--- src/core/pwr_consts.vh ---
// offsets, field positions, reset values and codes for the power and reset control block
`ifndef PWR_CONSTS_VH
`define PWR_CONSTS_VH
`define OFS_TASK_FIXED 12'h078
`define OFS_TASK_LOWP 12'h07c
`define OFS_EVT_WARN 12'h108
`define OFS_CAUSE 12'h400
`define OFS_PDOWN 12'h500
`define OFS_WARN_CFG 12'h510
`define OFS_RETAIN0 12'h51c
`define OFS_RETAIN1 12'h520
`define OFS_SWREG 12'h578
`define OFS_PINSEL0 12'h200
`define OFS_PINSEL1 12'h204
`define OFS_RAM_BASE 12'h900
`define RAM_STRIDE_SH 4
`define RAM_SUB_PWR 4'h0
`define RAM_SUB_SET 4'h4
`define RAM_SUB_CLR 4'h8
`define RAM_PWR_BIT 0
`define RAM_RET_BIT 16
`define RAM_PWR_RST 1'b1
`define RAM_RET_RST 1'b0
`define TRIG_BIT 0
`define CFG_EN_BIT 0
`define CFG_THR_LSB 1
`define CFG_THR_MSB 4
`define CFG_RST 5'h00
`define PINSEL_PIN_MSB 4
`define PINSEL_DIS_BIT 31
`define PINSEL_RST 32'hffffffff
`define RETAIN_W 8
`define CAUSE_PIN 0
`define CAUSE_WDT 1
`define CAUSE_SOFT 2
`define CAUSE_LOCK 3
`define CAUSE_WAKE 16
`define T_CPU 0
`define T_PERIPH 1
`define T_PINS 2
`define T_DEBUG 3
`define T_SDP 4
`define T_WDT 5
`define T_RETAINED 6
`define MASK_NONE 7'h00
`define MASK_SOFT 7'h07
`define MASK_WAKE 7'h0b
`define MASK_WAKE_DBG 7'h03
`define MASK_WDT 7'h6f
`define MASK_ALL 7'h7f
`define ST_RUN 2'h0
`define ST_OFF 2'h1
`define ST_EMU 2'h2
`endif

--- src/core/power_mode_and_reset_control.v ---
// power mode, supply warning, ram power and reset source control
// Summary of operation
// - linear regulator after reset; switching regulator only when its enable is set
// - power-down write removes core power and aborts all ongoing tasks
// - powered down, wake only on pin detect or a reset
// - leaving power-down always goes through a reset (wakeup, pin, debug port, por), never resumes
// - in debug mode power-down is only emulated, everything but the warning comparator stays powered
// - running state after power-on; cause record keeps reset and wakeup causes, sticky until cleared
// - fixed latency task keeps basic resources on for fixed wakeup latency
// - low power task selects variable latency; default on entering running
// - enabled comparator raises warning event on supply drop, no reset
// - event also when enabled while low or threshold raised above supply
// - warning enabled and supply low blocks nonvolatile memory writes
// - comparator inactive in power-down and while high freq clock stopped
// - powered down, ram inaccessible, retained exactly when retention is on
// - running, ram with power on accessible and retained, else per retention
// - power-on reset holds until supply ok and regulators started
// - selected reset pin asserted gives a pin reset
// - soft reset from core reset request or control access port reset
// - watchdog timeout resets except when powered down; brownout holds reset
// - lockup and soft reset cpu, peripherals, pins; wakeup spares debug in debug mode
// - watchdog and pin also reset debug, watchdog, retained; only por/brownout the rest
`timescale 1ns/100ps
`include "pwr_consts.vh"

module power_mode_and_reset_control #(
	parameter N_RAM = 3,
	parameter RST_HOLD = 4
) (
	input wire clk_sys,
	input wire rst,
	input wire [11:0] addr,
	input wire [31:0] wdata,
	input wire wr,
	input wire rd,
	output reg [31:0] rdata,
	input wire supply_ok,
	input wire regulators_ready,
	input wire brownout_low,
	input wire [31:0] gpio_level,
	input wire pin_detect,
	input wire core_system_reset_request,
	input wire cap_reset_write,
	input wire lockup,
	input wire watchdog_timeout,
	input wire debug_mode,
	input wire high_freq_clock_running,
	input wire supply_below,
	output wire switching_regulator_enable,
	output wire core_power_off,
	output reg abort_tasks,
	output wire fixed_latency_active,
	output wire [3:0] supply_warning_threshold,
	output wire supply_warning_comparator_on,
	output reg supply_warning_event,
	output wire nvm_write_block,
	output wire [N_RAM-1:0] ram_access,
	output wire [N_RAM-1:0] ram_retain,
	output wire rst_cpu,
	output wire rst_periph,
	output wire rst_pins,
	output wire rst_debug,
	output wire rst_serial_dp,
	output wire rst_watchdog,
	output wire rst_retained
);

	// ram control register slot for an address, -1 when none
	function integer ram_sel;
		input [11:0] a;
		begin
			ram_sel = -1;
			if (a >= `OFS_RAM_BASE &&
				a < `OFS_RAM_BASE + (N_RAM << `RAM_STRIDE_SH))
				ram_sel = (a - `OFS_RAM_BASE) >> `RAM_STRIDE_SH;
		end
	endfunction

	// a pin select register asserts reset when connected and its pin is low
	function pin_low;
		input [31:0] sel;
		input [31:0] lvl;
		begin
			pin_low = ~sel[`PINSEL_DIS_BIT] & ~lvl[sel[`PINSEL_PIN_MSB:0]];
		end
	endfunction

	// state and register bank
	reg [1:0] state_q;
	reg fixed_lat_q;
	reg swreg_q;
	reg [4:0] cfg_q;
	reg evt_q;
	reg warn_prev_q;
	reg [31:0] cause_q;
	reg [31:0] pinsel0_q;
	reg [31:0] pinsel1_q;
	reg [`RETAIN_W-1:0] retain0_q;
	reg [`RETAIN_W-1:0] retain1_q;
	reg [N_RAM-1:0] ram_pwr_q;
	reg [N_RAM-1:0] ram_ret_q;
	reg [3:0] pend_q;
	reg [3:0] pend_d;
	reg [7:0] hold_q;
	reg [7:0] hold_d;
	reg [6:0] tgt_q;
	reg [6:0] tgt_d;
	reg [31:0] rdata_d;
	integer i;
	integer j;

	// ram control slot of the current address, shared by the write and read paths
	wire signed [31:0] ram_slot = ram_sel(addr);

	wire st_run = (state_q == `ST_RUN);
	wire st_off = (state_q == `ST_OFF);
	wire st_down = (state_q != `ST_RUN);

	wire por_src = rst | ~supply_ok | ~regulators_ready;
	wire bor_src = brownout_low;
	// a reset pin stays effective in every power state
	wire pin_src = pin_low(pinsel0_q, gpio_level) | pin_low(pinsel1_q, gpio_level);
	wire wdt_fire = watchdog_timeout & ~st_off;
	wire lock_fire = lockup & ~debug_mode & ~st_off;
	// the debug port reset is honoured even powered down; the core request needs a running core
	wire soft_fire = (core_system_reset_request & ~st_off) | cap_reset_write;
	// wake works from real and emulated power-down alike
	wire wake_fire = st_down & pin_detect;
	// pending order: watchdog, wakeup, soft, lockup
	wire [3:0] fire = {wdt_fire, wake_fire, soft_fire, lock_fire};
	wire [3:0] pend_now = pend_q | fire;

	wire pd_write = wr & (addr == `OFS_PDOWN) & wdata[`TRIG_BIT];

	// pulse sources are stretched so every target sees a reset of known length
	always @* begin
		pend_d = pend_q;
		hold_d = hold_q;
		if (|fire) begin
			pend_d = pend_now;
			hold_d = RST_HOLD[7:0] - 8'h01;
		end else if (hold_q != 8'h00) begin
			hold_d = hold_q - 8'h01;
		end else begin
			pend_d = 4'h0;
		end
	end

	// each active source contributes its whole target set at once
	always @* begin
		tgt_d = `MASK_NONE;
		// por and brownout reach the serial debug port target, which also clears the cause record
		if (por_src | bor_src)
			tgt_d = tgt_d | `MASK_ALL;
		if (pin_src | pend_now[3])
			tgt_d = tgt_d | `MASK_WDT;
		if (pend_now[2])
			tgt_d = tgt_d | (debug_mode ? `MASK_WAKE_DBG : `MASK_WAKE);
		if (pend_now[1] | pend_now[0])
			tgt_d = tgt_d | `MASK_SOFT;
	end

	always @(posedge clk_sys) begin
		if (rst) begin
			pend_q <= 4'h0;
			hold_q <= 8'h00;
			tgt_q <= `MASK_ALL;
		end else begin
			pend_q <= pend_d;
			hold_q <= hold_d;
			tgt_q <= tgt_d;
		end
	end

	// targets come straight from flip-flops so no decode glitch reaches a reset net
	assign rst_cpu = tgt_q[`T_CPU];
	assign rst_periph = tgt_q[`T_PERIPH];
	assign rst_pins = tgt_q[`T_PINS];
	assign rst_debug = tgt_q[`T_DEBUG];
	assign rst_serial_dp = tgt_q[`T_SDP];
	assign rst_watchdog = tgt_q[`T_WDT];
	assign rst_retained = tgt_q[`T_RETAINED];

	// power state; any peripheral-level reset returns to running
	always @(posedge clk_sys) begin
		if (rst || tgt_d[`T_PERIPH]) begin
			state_q <= `ST_RUN;
			abort_tasks <= 1'b0;
		end else begin
			abort_tasks <= 1'b0;
			case (state_q)
				`ST_RUN: begin
					if (pd_write) begin
						state_q <= debug_mode ? `ST_EMU : `ST_OFF;
						abort_tasks <= 1'b1;
					end
				end
				// leaving is only through a peripheral-level reset above (wakeup, pin, debug port, por), never by resuming
				`ST_OFF: state_q <= `ST_OFF;
				// emulated: clocks, flash and ram stay up so the debugger keeps its hold
				`ST_EMU: state_q <= `ST_EMU;
				default: state_q <= `ST_RUN;
			endcase
		end
	end

	// software must have stopped memory transfers; nothing here waits for them
	assign core_power_off = st_off;

	// sub-mode and plain control registers are cleared with the peripherals
	always @(posedge clk_sys) begin
		if (rst || tgt_d[`T_PERIPH]) begin
			fixed_lat_q <= 1'b0;
			swreg_q <= 1'b0;
			cfg_q <= `CFG_RST;
		end else if (wr) begin
			if (addr == `OFS_TASK_FIXED && wdata[`TRIG_BIT])
				fixed_lat_q <= 1'b1;
			if (addr == `OFS_TASK_LOWP && wdata[`TRIG_BIT])
				fixed_lat_q <= 1'b0;
			if (addr == `OFS_SWREG)
				swreg_q <= wdata[`TRIG_BIT];
			if (addr == `OFS_WARN_CFG)
				cfg_q <= wdata[`CFG_THR_MSB:0];
		end
	end

	assign fixed_latency_active = fixed_lat_q;
	assign switching_regulator_enable = swreg_q;
	assign supply_warning_threshold = cfg_q[`CFG_THR_MSB:`CFG_THR_LSB];

	// comparator only runs with the system up and the fast clock alive, to save power
	assign supply_warning_comparator_on = cfg_q[`CFG_EN_BIT] & st_run &
		high_freq_clock_running;
	wire warn_level = supply_warning_comparator_on & supply_below;
	// an edge catches a drop, enabling while low, and raising the threshold alike
	wire warn_fire = warn_level & ~warn_prev_q;
	assign nvm_write_block = warn_level;

	// event flag: a new warning wins over a clearing write in the same cycle
	always @(posedge clk_sys) begin
		if (rst || tgt_d[`T_PERIPH]) begin
			warn_prev_q <= 1'b0;
			evt_q <= 1'b0;
			supply_warning_event <= 1'b0;
		end else begin
			warn_prev_q <= warn_level;
			supply_warning_event <= warn_fire;
			if (warn_fire)
				evt_q <= 1'b1;
			else if (wr && addr == `OFS_EVT_WARN && !wdata[`TRIG_BIT])
				evt_q <= 1'b0;
		end
	end

	// cause bits are sticky; a new cause wins over a clearing write
	always @(posedge clk_sys) begin
		if (rst || tgt_d[`T_SDP]) begin
			cause_q <= 32'h00000000;
		end else begin
			if (wr && addr == `OFS_CAUSE)
				cause_q <= cause_q & ~wdata;
			if (pin_src)
				cause_q[`CAUSE_PIN] <= 1'b1;
			if (wdt_fire)
				cause_q[`CAUSE_WDT] <= 1'b1;
			if (soft_fire)
				cause_q[`CAUSE_SOFT] <= 1'b1;
			if (lock_fire)
				cause_q[`CAUSE_LOCK] <= 1'b1;
			if (wake_fire)
				cause_q[`CAUSE_WAKE] <= 1'b1;
		end
	end

	// pin selection is only cleared by por or brownout: clearing it with the
	// retained registers would end a pin reset while the pin is still held low
	always @(posedge clk_sys) begin
		if (rst || tgt_d[`T_SDP]) begin
			pinsel0_q <= `PINSEL_RST;
			pinsel1_q <= `PINSEL_RST;
		end else if (wr) begin
			if (addr == `OFS_PINSEL0)
				pinsel0_q <= wdata;
			if (addr == `OFS_PINSEL1)
				pinsel1_q <= wdata;
		end
	end

	// retained registers survive power-down, soft, lockup and wakeup resets
	always @(posedge clk_sys) begin
		if (rst || tgt_d[`T_RETAINED]) begin
			retain0_q <= {`RETAIN_W{1'b0}};
			retain1_q <= {`RETAIN_W{1'b0}};
			ram_pwr_q <= {N_RAM{`RAM_PWR_RST}};
			ram_ret_q <= {N_RAM{`RAM_RET_RST}};
		end else if (wr) begin
			if (addr == `OFS_RETAIN0)
				retain0_q <= wdata[`RETAIN_W-1:0];
			if (addr == `OFS_RETAIN1)
				retain1_q <= wdata[`RETAIN_W-1:0];
			for (i = 0; i < N_RAM; i = i + 1) begin
				if (ram_slot == i) begin
					case (addr[3:0])
						`RAM_SUB_PWR: begin
							ram_pwr_q[i] <= wdata[`RAM_PWR_BIT];
							ram_ret_q[i] <= wdata[`RAM_RET_BIT];
						end
						`RAM_SUB_SET: begin
							if (wdata[`RAM_PWR_BIT])
								ram_pwr_q[i] <= 1'b1;
							if (wdata[`RAM_RET_BIT])
								ram_ret_q[i] <= 1'b1;
						end
						`RAM_SUB_CLR: begin
							if (wdata[`RAM_PWR_BIT])
								ram_pwr_q[i] <= 1'b0;
							if (wdata[`RAM_RET_BIT])
								ram_ret_q[i] <= 1'b0;
						end
						default: ram_pwr_q[i] <= ram_pwr_q[i];
					endcase
				end
			end
		end
	end

	// ram contents are never cleared here; only power and retention are steered
	// emulated power-down keeps ram powered as in running
	assign ram_access = st_off ? {N_RAM{1'b0}} : ram_pwr_q;
	assign ram_retain = st_off ? ram_ret_q : (ram_pwr_q | ram_ret_q);

	// read data stand only in the cycle after the strobe
	always @* begin
		rdata_d = 32'h00000000;
		case (addr)
			`OFS_EVT_WARN: rdata_d[`TRIG_BIT] = evt_q;
			`OFS_CAUSE: rdata_d = cause_q;
			`OFS_WARN_CFG: rdata_d[`CFG_THR_MSB:0] = cfg_q;
			`OFS_RETAIN0: rdata_d[`RETAIN_W-1:0] = retain0_q;
			`OFS_RETAIN1: rdata_d[`RETAIN_W-1:0] = retain1_q;
			`OFS_SWREG: rdata_d[`TRIG_BIT] = swreg_q;
			`OFS_PINSEL0: rdata_d = pinsel0_q;
			`OFS_PINSEL1: rdata_d = pinsel1_q;
			default: begin
				for (j = 0; j < N_RAM; j = j + 1) begin
					if (ram_slot == j && (addr[3:0] == `RAM_SUB_PWR ||
						addr[3:0] == `RAM_SUB_SET || addr[3:0] == `RAM_SUB_CLR)) begin
						rdata_d[`RAM_PWR_BIT] = ram_pwr_q[j];
						rdata_d[`RAM_RET_BIT] = ram_ret_q[j];
					end
				end
			end
		endcase
	end

	// outside a read the port returns zero, so stale data never looks valid
	always @(posedge clk_sys) begin
		if (rst)
			rdata <= 32'h00000000;
		else if (rd)
			rdata <= rdata_d;
		else
			rdata <= 32'h00000000;
	end

endmodule // power_mode_and_reset_control

--- config.mk ---
export PLATFORM = sky130hd
export DESIGN_NAME = power_mode_and_reset_control
export DESIGN_NICKNAME = d
export VERILOG_FILES = /design/src/core/power_mode_and_reset_control.v
export VERILOG_INCLUDE_DIRS = /design/src /design/src/core
export SDC_FILE = /design/constraint.sdc
export NUM_CORES = 1
export LEC_CHECK = 0
export BUFFER_PORTS_ARGS = -buffer_cell sky130_fd_sc_hd__buf_2
export CAP_MARGIN = 20
export CORE_ASPECT_RATIO = 0.9
export CORE_MARGIN = 5
export CORE_UTILIZATION = 50
export CTS_CLUSTER_DIAMETER = 100
export DETAILED_ROUTE_END_ITERATION = 8
export PLACE_DENSITY_LB_ADDON = 0.2
export SYNTH_ARGS = -nofsm -noshare
export SYNTH_HDL_FRONTEND = slang
export SYNTH_SLANG_ARGS = --single-unit
--- constraint.sdc ---
create_clock -name clk_sys -period 2.4 [get_ports clk_sys]
set_clock_uncertainty 0.2 [all_clocks]
set_input_delay 0.48 -clock clk_sys [delete_from_list [all_inputs] [get_ports clk_sys]]
set_output_delay 0.48 -clock clk_sys [all_outputs]
set_load 0.05 [all_outputs]
==> results of run 1 <==
-- final timing paths --
path                                    from                   end  slack, ns  depth (start not counted)
worst min register to register   warn_prev_q  supply_warning_event       0.23                          1
worst max-delay path              state_q[1]         ram_retain[0]       0.08                          5
worst min-delay path                wdata[8]            cause_q[8]       0.04                          2
worst max register to register  pinsel1_q[2]          ram_pwr_q[1]       0.14                          7
-- layout by cell type, fill, tap and decap left out, types with 3 or more instances in the layout --
cell type / n
a31oi_1: 11
dfxtp_1: 179
xor2_1: 3
nor2b_1: 10
nor3_1: 8
nor2_1: 67
mux2i_1: 41
or2_2: 3
buf_6: 3
nor4_1: 6
a21oi_1: 66
and2_1: 11
inv_1: 10
a22oi_1: 11
buf_4: 49
xnor2_1: 4
nand3b_1: 5
buf_2: 142
clkbuf_16: 17
o21ai_0: 10
inv_6: 3
a211oi_1: 3
clkbuf_1: 3
nand2b_1: 5
ha_1: 5
nand2_1: 234
bufinv_16: 5
nand3_1: 92
a22o_1: 5
nand4_1: 9
a222oi_1: 30
buf_12: 10
-- metal layers --
layer,GRT usage (%),routed length (um)
met1,33.44,9912
met2,36.40,9818
met3,5.913,1628
met4,5.869,260
met5,0,0
-- state kept, by name (all words and copies together) (netlist names) --
signal	cells
tgt_q	6
abort_tasks	1
pend_q	4
warn_prev_q	1
ram_pwr_q	3
cfg_q	5
switching_regulator_enable	1
retain0_q	8
hold_q	8
pinsel1_q	32
ram_ret_q	3
retain1_q	8
evt_q	1
state_q	2
rdata	32
pinsel0_q	32
supply_warning_event	1
fixed_latency_active	1
cause_q	32
-- power by group --
group	switching [mW]	internal, mW	total (mW)
sequential	0.00502	3.01	3.02
combinational	0.183	0.138	0.322
clock	1.16	1.89	3.04
total	1.35	5.04	6.38
-- layout make-up --
cell class / count / area (sq um)
diodes: 1 / 2.502
clock inverters: 11 / 196.4
flip-flops and latches: 181 / 3626
inverters: 10 / 37.54
clock buffers: 21 / 450.4
fillers: 1335 / 5648
multi-input cells: 670 / 3685
repair buffers: 205 / 1328
well taps: 202 / 252.7
-- critical path, cell delays in order, from the launching register on --
cell and delay (ns):
dfxtp_2 0.34, nand2b_4 0.15, buf_6 0.14, and2_1 0.16
or2_2 0.28, buf_6 0.16
-- kinds of logic (layout without fill, tap and decap cells) --
| logic type | Yosys count | count (layout) | synth area share [%] |
|---|---|---|---|
| muxes | 42 | 42 | 5.489 |
| other | 0 | 1 | 0 |
| adders and majority gates | 5 | 5 | 0.8145 |
| DFF | 181 | 181 | 47.17 |
| xor gates and xnor gates | 7 | 7 | 0.7982 |
| AOI/OAI and AO/OA | 150 | 150 | 13.34 |
| buffers and inverters | 77 | 247 | 5.213 |
| and+or+nand+nor | 466 | 466 | 27.17 |
-- per-stage QoR --
| step | power [mW] | hold slack [ns] | util, % | instances | setup WS, ns |
|---|---|---|---|---|---|
| final | 6.384 | 0.04249 | 62.91 | 1301 | 0.07671 |
| after global routing | 6.599 | 0.02884 | 62.89 | 1300 | 0.002820 |
| after CTS | 6.428 | 0.02680 | 62.82 | 1300 | 0.02055 |
| after detailed placement | 3.402 | 0.2130 | 58.37 | 1268 | -0.1449 |
| after global placement | 3.400 | 0.2086 | 58.37 | 1268 | -0.1190 |
| after floorplan | 3.218 | 0.2015 | - | 928 | -0.009317 |
==> reports/qor.csv, run 1 <==
stage,metric,value,unit
die,die_x,140.7,um
timing,final.setup.tns,0,ns
route,vias,7266,
timing,hold_viol,0,
grt,grt_pass1_vias,6665,
die,dieArea,17940,sq um
logic_synthesis,synthTopCellsByCount,"nand2_1, dfxtp_1, nand3_1",
timing,post-route-period-util,96.80,%
cts,cts_resized,9,
timing,max_slew_margin,67.95,%
timing,max_slew.worst_pin.slew,0.4757,ns
route,ant_nets,0,
route,wl_per_cell,16.62,um
logic_synthesis,syn_nets,1024,
finish,finalNetCount,1181,
logic_synthesis,yosysWarnings,0,
pwr,p_leak,4.287,nW
critical_path,arrival,1.64,ns
cts,cts_buffers,17,
die,die_y,127.6,um
critical_path,cp_max_fo,9,
logic_synthesis,syn_area,7681,sq um
logic_synthesis,synth_flop_cell,dfxtp_1,
timing,setup_viol,0,
finish,synthToLayoutAreaGrowth,24.69,%
placed_design,portBuffers,146,
hold_path,hold_path.class,in2reg,
job,cap_violations,0,
status,status,"finished, final reports clean",
cts,cts_hold_buf,0,
cts,cts-root-buf,clkbuf_16,
grt,grt_start_max_net_pins,65,
route,drc_errors,0,
die,design.portCount,147,
placed_design,place_hpwl,15.28,mm
cts,cts_tree,built,
die,num_rows,43,
cts,cts_buffer_depth,2,
cts,postCtsSetupRepairBufs,0,
grt,antenna_found_initial,0,
grt,overflow,0,
route,routed_wl,21.62,mm
finish,drive_gt1_share,22.86,%
logic_synthesis,synth_edf_count,0,
logic_synthesis,ys_ff_latch,181,
timing,max_freq,430.4,MHz
logic_synthesis,synth_area_per_cell,8.277,sq um
finish,design_area,9578,sq um
logic_synthesis,synth.most_common_cell,nand2_1,
critical_path,cp-start-kind,flop,
critical_path,worstPathRequired,1.72,ns
route,drt_iter0_markers,620,
timing,rsz0062_at_grt,no,
logic_synthesis,yosys-top-cells-area,"dfxtp_1, nand2_1, nand3_1",
timing,timing.final.crit_period,2.323,ns
grt,grt_usage,23.63,%
pwr,power.density,666.5,nW/um^2
cts,cts.htree.levels,4,
logic_synthesis,async_flop_share,0,%
critical_path,crit_type,reg2out,
logic_synthesis,syn_inst,928,
logic_synthesis,synth.yosys.seq_area_share,47.17,%
cts,clk_latency,0.43,ns
die,core,15230,sq um
placed_design,gp_congestion,0.9047,
grt,grt_pass1_wl,34.36,mm
route,detail_route.first_pass.iterations,7,
logic_synthesis,synth_top_area_share,47.17,%
cts,clock_sinks,181,
critical_path,endpoint_kind,output port,
placed_design,dpl_cell_area,8887,sq um
logic_synthesis,synth_top_cell_by_area,dfxtp_1,
pwr,peakVddDrop,497.3,uV
die,start_util,50.45,%
route,via_per_inst,5.585,
cts,path_clk_slew,0.06,ns
logic_synthesis,ys_types,52,
timing,drv_slew,0,
No activity file was read; power rests on OpenSTA's default activity.
==> run 2, diff against run 1 <==
--- a/config.mk
+++ b/config.mk
@@ -8,7 +8,6 @@
 export LEC_CHECK = 0
 export BUFFER_PORTS_ARGS = -buffer_cell sky130_fd_sc_hd__buf_2
 export CAP_MARGIN = 20
-export CORE_ASPECT_RATIO = 0.9
 export CORE_MARGIN = 5
 export CORE_UTILIZATION = 50
 export CTS_CLUSTER_DIAMETER = 100
==> reports/qor.csv, run 2 (synthesized netlist as in run 1, its figures left out) <==
stage,metric,value,unit
timing,post-route-period-util,96.73,%
die,dieArea,17940,sq um
timing,max_slew.worst_pin.slew,0.4681,ns
timing,holdWs,0.05084,ns
grt,antenna_found_initial,1,
timing,drv_slew,0,
grt,met3_usage,4.501,%
critical_path,reg2reg_from,pinsel1_q[0],
finish,synthToLayoutAreaGrowth,23.18,%
route,via_per_inst,5.621,
route,drc_errors,0,
cts,cts_hold_buf,0,
placed_design,dpl_cell_area,8860,sq um
placed_design,gp_congestion,0.8876,
finish,layout_commonest_cell,nand2_1,
grt,use_met2,38.04,%
cts,clock_sinks,181,
timing,timing.final.crit_period,2.322,ns
placed_design,place_ws,-0.1339,ns
cts,postCtsSetupRepairBufs,0,
status,status,"finished, final reports clean",
hold_path,hold_path.class,in2reg,
cts,cts.htree.levels,4,
die,start_util,50.71,%
critical_path,cp_max_fo,8,
grt,grt_pass1_vias,6896,
die,core,15150,sq um
cts,path_clk_slew,0.07,ns
critical_path,arrival,1.64,ns
finish,layout_common_cells,"nand2_1, dfxtp_1, buf_2",
finish,drive_gt1_share,22.83,%
placed_design,place_hpwl,14.83,mm
grt,grt_start_max_net_pins,93,
grt,overflow,0,
timing,rsz0062_at_grt,no,
finish,finalNetCount,1178,
placed_design,portBuffers,146,
job,cap_violations,0,
cts,cts_tree,built,
cts,clk_latency,0.42,ns
grt,grt_use_met1,32.52,%
timing,final.setup.tns,0,ns
route,ant_nets,0,
die,die_y,133.9,um
hold_path,hp-start,wdata[14],
route,vias,7218,
timing,hold_viol,0,
pwr,power.density,630.9,nW/um^2
cts,cts-root-buf,clkbuf_16,
timing,max_freq,430.8,MHz
finish,design_area,9462,sq um
critical_path,cp-startpoint,state_q[1],
die,die_x,133.9,um
cts,cts_buffers,17,
critical_path,crit_type,reg2out,
route,drt_iter0_markers,667,
finish,fill_cells,1327,
timing,max_slew_margin,68.46,%
pwr,peakVddDrop,499.2,uV
critical_path,cp-start-kind,flop,
critical_path,worstPathRequired,1.72,ns
grt,gr-max-usage-layer,met2,
route,routed_wl,21.52,mm
finish,final_util,62.47,%
die,design.portCount,147,
timing,finalWorstSetupSlack,0.07849,ns
critical_path,endpoint_kind,output port,
cts,cts_buffer_depth,2,
grt,grt_pass1_wl,34.60,mm
route,wl_per_cell,16.76,um
timing,setup_viol,0,
grt,grt_usage,23.74,%
route,detail_route.first_pass.iterations,6,
pwr,p_leak,4.234,nW
die,num_rows,45,
run 2: routing by layer:
metal  part of all wire (%)  vias to the layer above
met5                      0                        -
met4                    1.8                        0
met3                    7.3                       33
met2                     46                      292
met1                     45                     3350
li1                       -                     3543
run 2: what timing repair did:
item	CTS	global route
resized for setup	7	6
hold endpoints to repair	0	0
endpoints found under the setup margin	3	4
pin swaps	0	0
run 2: critical path: stages (launching register included):
cell and delay [ns]:
dfxtp_2 0.34, nand2b_4 0.15, buf_6 0.14, and2_1 0.15, or2_2 0.28, buf_6 0.16
run 2: report_power, final:
| part | switching [mW] | internal [mW] |
|---|---|---|
| combinational | 0.181 | 0.134 |
| clock | 1.21 | 1.43 |
| sequential | 0.00526 | 3.01 |
| total | 1.39 | 4.58 |
run 2: final cells by class:
type | instances | area (sq um) | area share, %
multi-input combinational | 670 | 3682 | 38.92
sequential | 181 | 3626 | 38.32
timing repair buffer | 202 | 1318 | 13.92
clock buffer | 21 | 470.5 | 4.972
tap | 188 | 235.2 | 2.486
clock inverter | 11 | 90.09 | 0.9521
inverter | 10 | 37.54 | 0.3967
antenna | 1 | 2.502 | 0.02645
run 2: path summary, 6_finish.rpt:
check | to | slack (ns) | cells past startpoint
worst max register to register | abort_tasks | 0.17 | 8
worst min-delay path | cause_q[14] | 0.05 | 2
worst min register to register | supply_warning_event | 0.23 | 1
worst max-delay path | ram_retain[1] | 0.08 | 5
run 2: stage by stage:
| stage | cells | power (mW) |
|---|---|---|
| CTS | 1283 | 6.001 |
| global placement | 1251 | 3.394 |
| floorplan | 928 | 3.218 |
| detailed placement | 1251 | 3.396 |
| global route | 1284 | 6.159 |
| finish | 1284 | 5.970 |
